--- src/design/prr_pkg.sv ---
// package for the peripheral pin routing block
// assumes a 32-bit apb master on the same clock
package prr_pkg;
  localparam logic [31:0] PRR_ROUTE_OFFSET = 32'h0000_00E2;
  // offset is a word index: byte address is four times it
  localparam logic [31:0] PRR_ROUTE_ADDR = {PRR_ROUTE_OFFSET[29:0], 2'h0};
  localparam logic [31:0] PRR_PIN_ADDR = 32'h0000_00F0;
  localparam logic [7:0] PRR_ROUTE_RESET = 8'h00;
  localparam int PRR_TAO_HI = 7;
  localparam int PRR_TAO_LO = 6;
  localparam int PRR_CPA_BIT = 5;
  localparam int PRR_CPS_BIT = 4;
  localparam int PRR_CLK_BIT = 3;
  localparam int PRR_TWB_BIT = 2;
  localparam int PRR_URX_BIT = 1;
  localparam int PRR_UTX_BIT = 0;
  localparam logic [1:0] PRR_TAO_NONE = 2'h0;
  localparam logic [1:0] PRR_TAO_ONE = 2'h1;
  localparam logic [1:0] PRR_TAO_TWO = 2'h2;
  localparam logic [1:0] PRR_TAO_ALL = 2'h3;
  localparam int PRR_UTX_PIN = 4;
  localparam int PRR_URX_PIN = 5;
  localparam int PRR_CC0_PIN = 0;
  localparam int PRR_CC1_PIN = 1;
  localparam int PRR_CC2_PIN = 2;
  localparam int PRR_SDA_PIN = 2;
  localparam int PRR_SCL_PIN = 3;
  localparam int PRR_CMP_PIN = 6;
  localparam int PRR_CLK_PIN = 7;

  typedef struct packed {
    logic [1:0] timerArrayOutputSelect;
    logic comparatorAsyncOutEn;
    logic comparatorSyncOutEn;
    logic clockOutEn;
    logic twoWireBusEn;
    logic uartReceiveRouteEn;
    logic uartTransmitRouteEn;
  } prr_route_t;

  // peripheral-side signals toward the pins
  typedef struct packed {
    logic [2:0] captureCompareOut;
    logic comparatorAsync;
    logic comparatorSync;
    logic sdaOut;
    logic sclOut;
    logic uartTransmitLine;
  } prr_periph_t;

  // per-function pin request: value and enable, enable only for clock and two-wire
  typedef struct packed {
    logic [2:0] ccVal;
    logic [2:0] ccEn;
    logic cpaVal;
    logic cpaEn;
    logic cpsVal;
    logic cpsEn;
    logic clkEn;
    logic sdaOe;
    logic sclOe;
    logic twbEn;
    logic txVal;
    logic txEn;
  } prr_pinreq_t;
endpackage

--- src/design/prr_route.sv ---
// port pin routing enables with apb register access
// assumes apb master on clk; pins synchronised here
//
// Register access over APB was decided locally.
`timescale 1ns/1ps
module prr_route
  import prr_pkg::*;
#(
  parameter int PINS = 8
)
(
  input wire logic clk, // system clock
  input wire logic arst_n, // async reset, low
  input wire logic psel, // apb select
  input wire logic penable, // apb enable
  input wire logic pwrite, // apb write
  input wire logic [31:0] paddr, // apb address
  input wire logic [31:0] pwdata, // apb write data
  output logic [31:0] prdata, // apb read data
  output logic pready, // apb ready
  output logic pslverr, // apb error
  input wire prr_periph_t periph, // peripheral outputs
  input wire logic [PINS-1:0] pinIn, // raw pin levels
  output logic [PINS-1:0] pinOut, // pin output value
  output logic [PINS-1:0] pinOe, // pin output enable
  output logic uartReceiveLine, // receive to uart
  output logic sdaIn, // serial data to bus unit
  output logic sclIn, // serial clock to bus unit
  output logic clockOutActive // clock output enabled, half-rate clock image routed
);
  typedef struct packed {
    prr_route_t route;
    logic [31:0] rdata;
    logic ready;
    logic err;
    prr_pinreq_t req;
    logic rx;
    logic sda;
    logic scl;
    logic clkPhase;
    logic [PINS-1:0] pinOut;
    logic [PINS-1:0] pinOe;
  } prr_state_t;

  prr_state_t st_q;
  prr_state_t st_d;
  logic [PINS-1:0] pinSync;
  logic [PINS-1:0] outVal;
  logic [PINS-1:0] outEn;

  // pin plan needs eight pins, status read holds at most 32
  if (PINS < 8 || PINS > 32)
  begin : g_pins_bad
    $error("prr_route needs eight to thirty-two pins");
  end

  prr_sync #(
    .WIDTH(PINS)
  ) u_sync (
    .clk(clk),
    .arst_n(arst_n),
    .din(pinIn),
    .dout(pinSync)
  );

  function automatic logic [2:0] ccMask(input logic [1:0] sel);
    case (sel)
      PRR_TAO_NONE: ccMask = 3'h0;
      PRR_TAO_ONE: ccMask = 3'h1;
      PRR_TAO_TWO: ccMask = 3'h3;
      PRR_TAO_ALL: ccMask = 3'h7;
      default: ccMask = 3'h0;
    endcase
  endfunction

  function automatic logic addrHit(input logic [31:0] a,
                                   input logic [31:0] b);
    addrHit = (a == b);
  endfunction

  always_comb
  begin
    st_d = st_q;
    st_d.ready = 1'b0;
    st_d.err = 1'b0;
    if (psel && !penable)
    begin
      st_d.ready = 1'b1;
      st_d.err = !addrHit(paddr, PRR_ROUTE_ADDR)
                 && !addrHit(paddr, PRR_PIN_ADDR);
      st_d.rdata = 32'h0000_0000;
      if (!pwrite && addrHit(paddr, PRR_ROUTE_ADDR))
      begin
        st_d.rdata = {24'h00_0000, st_q.route};
      end
      else if (!pwrite && addrHit(paddr, PRR_PIN_ADDR))
      begin
        st_d.rdata = {{(32 - PINS){1'b0}}, pinSync};
      end
    end
    if (psel && penable && st_q.ready && pwrite
        && addrHit(paddr, PRR_ROUTE_ADDR))
    begin
      st_d.route = prr_route_t'(pwdata[7:0]);
    end
    st_d.req.ccEn = ccMask(st_q.route.timerArrayOutputSelect);
    st_d.req.ccVal = periph.captureCompareOut;
    st_d.req.cpaEn = st_q.route.comparatorAsyncOutEn;
    st_d.req.cpaVal = periph.comparatorAsync;
    st_d.req.cpsEn = st_q.route.comparatorSyncOutEn;
    st_d.req.cpsVal = periph.comparatorSync;
    st_d.req.clkEn = st_q.route.clockOutEn;
    st_d.req.twbEn = st_q.route.twoWireBusEn;
    st_d.req.sdaOe = st_q.route.twoWireBusEn && !periph.sdaOut;
    st_d.req.sclOe = st_q.route.twoWireBusEn && !periph.sclOut;
    st_d.sda = st_q.req.twbEn ? pinSync[PRR_SDA_PIN] : 1'b1;
    st_d.scl = st_q.req.twbEn ? pinSync[PRR_SCL_PIN] : 1'b1;
    st_d.req.txEn = st_q.route.uartTransmitRouteEn;
    st_d.req.txVal = periph.uartTransmitLine;
    st_d.rx = st_q.route.uartReceiveRouteEn
              ? pinSync[PRR_URX_PIN] : 1'b1;
    st_d.clkPhase = !st_q.clkPhase;
    st_d.pinOut = outVal;
    st_d.pinOe = outEn;
  end

  // fixed pin plan: cc on 0..2, two-wire on 2 and 3
  always_comb
  begin
    outVal = '0;
    outEn = '0;
    outVal[PRR_UTX_PIN] = st_q.req.txVal;
    outEn[PRR_UTX_PIN] = st_q.req.txEn;
    outEn[PRR_SDA_PIN] = st_q.req.sdaOe;
    outEn[PRR_SCL_PIN] = st_q.req.sclOe;
    outVal[PRR_CC0_PIN] = st_q.req.ccVal[0];
    outEn[PRR_CC0_PIN] = st_q.req.ccEn[0];
    outVal[PRR_CC1_PIN] = st_q.req.ccVal[1];
    outEn[PRR_CC1_PIN] = st_q.req.ccEn[1];
    // two-wire takes the third channel's pin
    if (!st_q.req.twbEn)
    begin
      outVal[PRR_CC2_PIN] = st_q.req.ccVal[2];
      outEn[PRR_CC2_PIN] = st_q.req.ccEn[2];
    end
    // sync comparator wins when both are on
    outVal[PRR_CMP_PIN] = st_q.req.cpsEn ? st_q.req.cpsVal
                                          : st_q.req.cpaVal;
    outEn[PRR_CMP_PIN] = st_q.req.cpsEn || st_q.req.cpaEn;
    outVal[PRR_CLK_PIN] = !st_q.clkPhase;
    outEn[PRR_CLK_PIN] = st_q.req.clkEn;
  end

  always_ff @(posedge clk or negedge arst_n)
  begin
    if (!arst_n)
    begin
      st_q <= '0;
      st_q.route <= PRR_ROUTE_RESET;
      st_q.rx <= 1'b1;
      st_q.sda <= 1'b1;
      st_q.scl <= 1'b1;
    end
    else
    begin
      st_q <= st_d;
    end
  end

  assign pinOut = st_q.pinOut;
  assign pinOe = st_q.pinOe;
  assign prdata = st_q.rdata;
  assign pready = st_q.ready;
  assign pslverr = st_q.err;
  assign uartReceiveLine = st_q.rx;
  assign sdaIn = st_q.sda;
  assign sclIn = st_q.scl;
  assign clockOutActive = st_q.req.clkEn;
endmodule

--- src/design/prr_sync.sv ---
// two-flop synchroniser for a bus of pin inputs
// assumes inputs are asynchronous to clk
`timescale 1ns/1ps
module prr_sync
  import prr_pkg::*;
#(
  parameter int WIDTH = 8
)
(
  input wire logic clk, // system clock
  input wire logic arst_n, // async reset, low
  input wire logic [WIDTH-1:0] din, // raw pins
  output logic [WIDTH-1:0] dout // synchronised
);
  typedef struct packed {
    logic [WIDTH-1:0] meta;
    logic [WIDTH-1:0] sync;
  } prr_sync_st_t;

  prr_sync_st_t st_q;
  prr_sync_st_t st_d;

  if (WIDTH < 1)
  begin : g_width_bad
    $error("prr_sync width must be positive");
  end

  always_comb
  begin
    st_d.meta = din;
    st_d.sync = st_q.meta;
  end

  always_ff @(posedge clk or negedge arst_n)
  begin
    if (!arst_n)
    begin
      st_q <= '0;
    end
    else
    begin
      st_q <= st_d;
    end
  end

  assign dout = st_q.sync;
endmodule

--- config.mk ---
export PLATFORM = sky130hd
export DESIGN_NAME = prr_route
export DESIGN_NICKNAME = d
export VERILOG_FILES = /design/src/design/prr_pkg.sv /design/src/design/prr_route.sv /design/src/design/prr_sync.sv
export SDC_FILE = /design/constraint.sdc
export NUM_CORES = 1
export LEC_CHECK = 0
export ABC_AREA = 1
export BUFFER_PORTS_ARGS = -buffer_cell sky130_fd_sc_hd__buf_2
export CAP_MARGIN = 0
export CORE_MARGIN = 5
export CORE_UTILIZATION = 48
export CTS_CLUSTER_SIZE = 12
export DETAILED_ROUTE_END_ITERATION = 8
export GPL_ROUTABILITY_DRIVEN = 1
export HOLD_SLACK_MARGIN = 0.15
export PLACE_DENSITY = 0.88
export SYNTH_ARGS = -nofsm -noshare
export SYNTH_HDL_FRONTEND = slang
export SYNTH_HIERARCHICAL = 1
export SYNTH_SLANG_ARGS = --single-unit
--- constraint.sdc ---
create_clock -name clk -period 3.05 [get_ports clk]
set_clock_uncertainty 0.15 [all_clocks]
set_input_delay 0.7625 -clock clk [delete_from_list [all_inputs] [get_ports clk]]
set_output_delay 0.7625 -clock clk [all_outputs]
set_load 0.05 [all_outputs]
* Word-level counts from Yosys, hierarchy flattened
Index checks and enable logic that the tools add are counted.
Operators by class: reduce and logical (&&, ||, !) cells 19, equal/unequal tests 5, multiplexer cells 10
Operators with widths (count):
- == test 32 x 10 -> 1 bit (second input constant) | 1
- == test 32 x 8 -> 1 bit (second input constant) | 1
- two-way mux 8 bit | 2
- case mux 3 bit (4 select lines) | 1
- logical AND 1 bit | 10
- zero test 1 bit | 7
- two-way mux 1 bit | 6
- == test 2 bit (second input constant) | 2
- == test 2 x 1 -> 1 bit (second input constant) | 1
- zero test 2 bit | 1
- two-way mux 2 bit | 1
- logical OR 1 bit | 1
Word-level totals: register bits after elaboration 67, output and inout port bits 54

* Longest topological paths before layout
depth in word-level cells 4, gate-level depth with buffers 10, depth with buffers taken out 10

* By module
Netlist, hierarchy kept.
By module, submodules not included:
- prr_route | sequential area each 1255.0 sq um, area an instance 2275.9 sq um, cells each 246, instances 1
- prr_sync | sequential area each 400.4 sq um, area an instance 400.4 sq um, cells each 16, instances 1

* Worst setup path after synthesis
No wires, ideal clock.
path type input port to flip-flop, from in paddr[31], to reg st_q (netlist bit st_d[22]), library setup time 0.134 ns, stages on the path 6, path slack 1.201 ns, arrival 1.565 ns, data required time 2.766 ns, path buffers 0, cells stage by stage nor2_1 nand2_1 nor2_1 nand2_2 nor3b_4 o21ai_0
On the way: cells in the longest elaborated chain, start to end 2
Ends and longest elaborated chain:
- from (decl) | line prr_route.sv:17 | input wire logic [31:0] paddr,
- == test 32 x 10 -> 1 bit | line prr_route.sv:78 | addrHit = (a == b);
- logical AND 1 bit | line prr_route.sv:102 | && addrHit(paddr, PRR_ROUTE_ADDR))
- to (signal assigned) | line prr_route.sv:166 | st_q <= st_d;
- to (decl) | line prr_route.sv:45 | prr_state_t st_q;
Every way passes these cells. A chain may end at the register's enable or synchronous reset.

* Worst setup path after layout
from reg st_q (netlist bit uartReceiveLine), to out uartReceiveLine
RTL lines:
- to (decl) | line prr_route.sv:26 | output logic uartReceiveLine,
No word-level cell between the ends.

==> qor.yml <==
syn_inst: 262
worstSetupPathType: "reg2out"
min_delay_path_depth: 0
antenna_cells: 0
vias: 1858
power_w: 0.00189
drt-total-wl_mm: 5.27
ctsResizeCount: 0
grt_setup_unrepaired: "no"
cts_setup_buffers: 0
grt.met2_usage: 0.253
critPathCaptureType: "output port"
ff2ff_setup_slack_ns: 1.67
r2r-start: "pready$_DFF_PN0_"
period_minus_slack_ns: 2.02
cts-root-buf: "clkbuf_8"
antenna_found_initial: 0
switchingPower_w: 0.000443
die_x_um: 84.7
cts_inserted_buffers: 9
hold_viol_final: 0
cts_hold_buffers: 0
hp-start: "u_sync/st_d[5]$_DFF_PN0_"
p_leak_nw: 1.78
drc: 0
p_sw_frac: 0.235
max_stage_delay_ns: 0.51
core.rowCount: 27
gp_congestion: 0.794
ys.warnings.count: 6
seq_area_frac_synth: 0.619
avgSynthCellArea_um2: 10.2
rr_worst_depth: 4
final-setup-viol-count: 0
clock-sinks: 66
core_area_um2: 5470
outcome: "completed"
cp.arrival_ns: 1.10
nets: 424
crit_path_cell_trace: "buf_2"
viasPerCell: 4.48
io_pins: 139
first_iter_violations: 140
met1_usage: 0.168
tns_ns: 0
cpLargestDelayFamily: "flip-flops"
cp_slowest_cell: "dfstp_2"
fin_hold_ws_ns: 0.185
worstReg2RegEnd: "st_d[22]$_DFFE_PN0P_"
yosys_register_bits: 66
areaGrowthSynthToFinish_pct: 18.6
critPathMaxFanout: 1
min_period_over_period: 0.661
start_kind: "flip-flop"
layout-drive-gt1-share: 0.356
gr-total-overflow: 0
fp.dieH_um: 84.7
tightestPinTransition_ns: 0.574
peakVddDrop_uv: 244
whs_endpoint: "u_sync/dout[5]$_DFF_PN0_"
internal_power_w: 0.00144
hpwl_mm: 3.96
firstDrtPassIters: 6
grt_usage: 0.152
syn_area_um2: 2680
grt_max_degree: 29
cts.clk_slew.worst_paths_ns: 0.07
hold_class: "reg2reg"
grt-busiest-layer: "met2"
first_global_vias: 1900
comb_power_share: 0.100
cts_tree: "yes"
clockPowerShare: 0.419
powerDensity_nw_per_um2: 594
cp_num_buf_inv: 1
clk_latency_ns: 0.33
maxCapViolations: 0
wl_per_cell_um: 12.7
slew_headroom: 0.617
portBuffers: 87
fin_util: 0.580
grt_pass1_wl_mm: 8.57
cp.required_ns: 2.14
htreeDepth: 3
fillers: 480
synth_cell_types: 19
p_seq_frac: 0.481
dieArea_um2: 7170
max_freq_mhz: 496
start_util: 0.489
grt_util_met3: 0.0540
cts_buffer_depth: 2
drtAntennaViolNets: 0
slew_viol_final: 0
-- power groups by stage --
stage,sequential [W],combinational (W),clock (W)
3_3_place_gp,0.000921,0.000183,0
5_1_grt,0.000908,0.000203,0.000861
4_1_cts,0.000907,0.000189,0.000809
3_5_place_dp,0.000922,0.000188,0
2_1_floorplan,0.000930,0.000141,0
6_report,0.000907,0.000189,0.000789
-- per-layer routing --
layer  part of all wire  wire [µm]
met5                  0          0
met4              0.038        202
met3              0.072        377
met2               0.52       2760
met1               0.37       1930
-- state kept, by name (all words and copies together), names as in the netlist --
register and count:
st_q 11, prdata 8, u_sync/dout 8, u_sync/st_d 8
pinOe 7, pinOut 6, st_d 5, outEn 4
outVal 3, clockOutActive 1, pready 1, pslverr 1
sclIn 1, sdaIn 1, uartReceiveLine 1
-- cell type report --
cell class	count	area [µm²]	area share
Multi-Input combinational cell	159	702	0.221
Clock inverter	2	60.1	0.0189
Tap cell	72	90.1	0.0284
Sequential cell	66	1660	0.522
Inverter	13	48.8	0.0154
Timing Repair Buffer	90	458	0.144
Clock buffer	13	159	0.0501
-- cells by family after synthesis --
family	count (synthesis)	share of synthesized area
AND/OR/NAND/NOR	129	0.214
flip-flops	66	0.619
buffers and inverters	63	0.156
multiplexers	2	0.00841
AO/OA/AOI/OAI	1	0.00187
other	1	0.00140
-- metrics by stage --
step | instances | setup slack, ns | instance area, µm²
2_1_floorplan | 288 | 1.20 | 2770
3_3_place_gp | 400 | 0.960 | 2950
3_5_place_dp | 400 | 0.873 | 2950
4_1_cts | 415 | 1.02 | 3170
5_1_grt | 415 | 0.999 | 3170
6_report | 415 | 1.03 | 3170
-- layout by cell type, fill, tap and decap left out --
cell type | Yosys | final
buf_2 | 0 | 87
buf_4 | 48 | 3
bufinv_16 | 0 | 2
clkbuf_1 | 2 | 2
clkbuf_8 | 0 | 11
clkinv_1 | 2 | 2
conb_1 | 1 | 27
dfrtp_1 | 63 | 63
dfstp_2 | 3 | 3
inv_1 | 11 | 11
mux2_2 | 2 | 2
nand2_1 | 71 | 71
nand2_2 | 2 | 2
nand3_1 | 18 | 18
nand4_1 | 2 | 2
nor2_1 | 21 | 21
nor2_2 | 7 | 7
nor2_4 | 2 | 2
nor3_1 | 3 | 3
nor3b_4 | 1 | 1
o21ai_0 | 1 | 1
or2_2 | 2 | 2
-- synthesized netlist by cell type, drive strengths merged --
master  number  area share
buf         48        0.13
nor3         3      0.0056
clkbuf       2      0.0028
or2          2      0.0047
nand4        2      0.0047
dfstp        3       0.029
dfrtp       63        0.59
nor2        30       0.054
clkinv       2      0.0028
nor3b        1      0.0070
o21ai        1      0.0019
mux2         2      0.0084
inv         11       0.015
nand2       73        0.10
conb         1      0.0014
nand3       18       0.034
-- how the worst max path moves through the flow --
stage	start	slack, ns	cells after the start	to
2_1_floorplan	paddr[31]	1.20	6	st_d[22]$_DFFE_PN0P_
3_3_place_gp	paddr[31]	0.96	9	st_q[76]$_DFFE_PN0P_
3_5_place_dp	paddr[1]	0.87	7	st_d[22]$_DFFE_PN0P_
4_1_cts	uartReceiveLine$_DFF_PN1_	1.02	1	uartReceiveLine
5_1_grt	sclIn$_DFF_PN1_	1.0	1	sclIn
6_report	uartReceiveLine$_DFF_PN1_	1.03	1	uartReceiveLine
(Power assumes the default switching activity.)
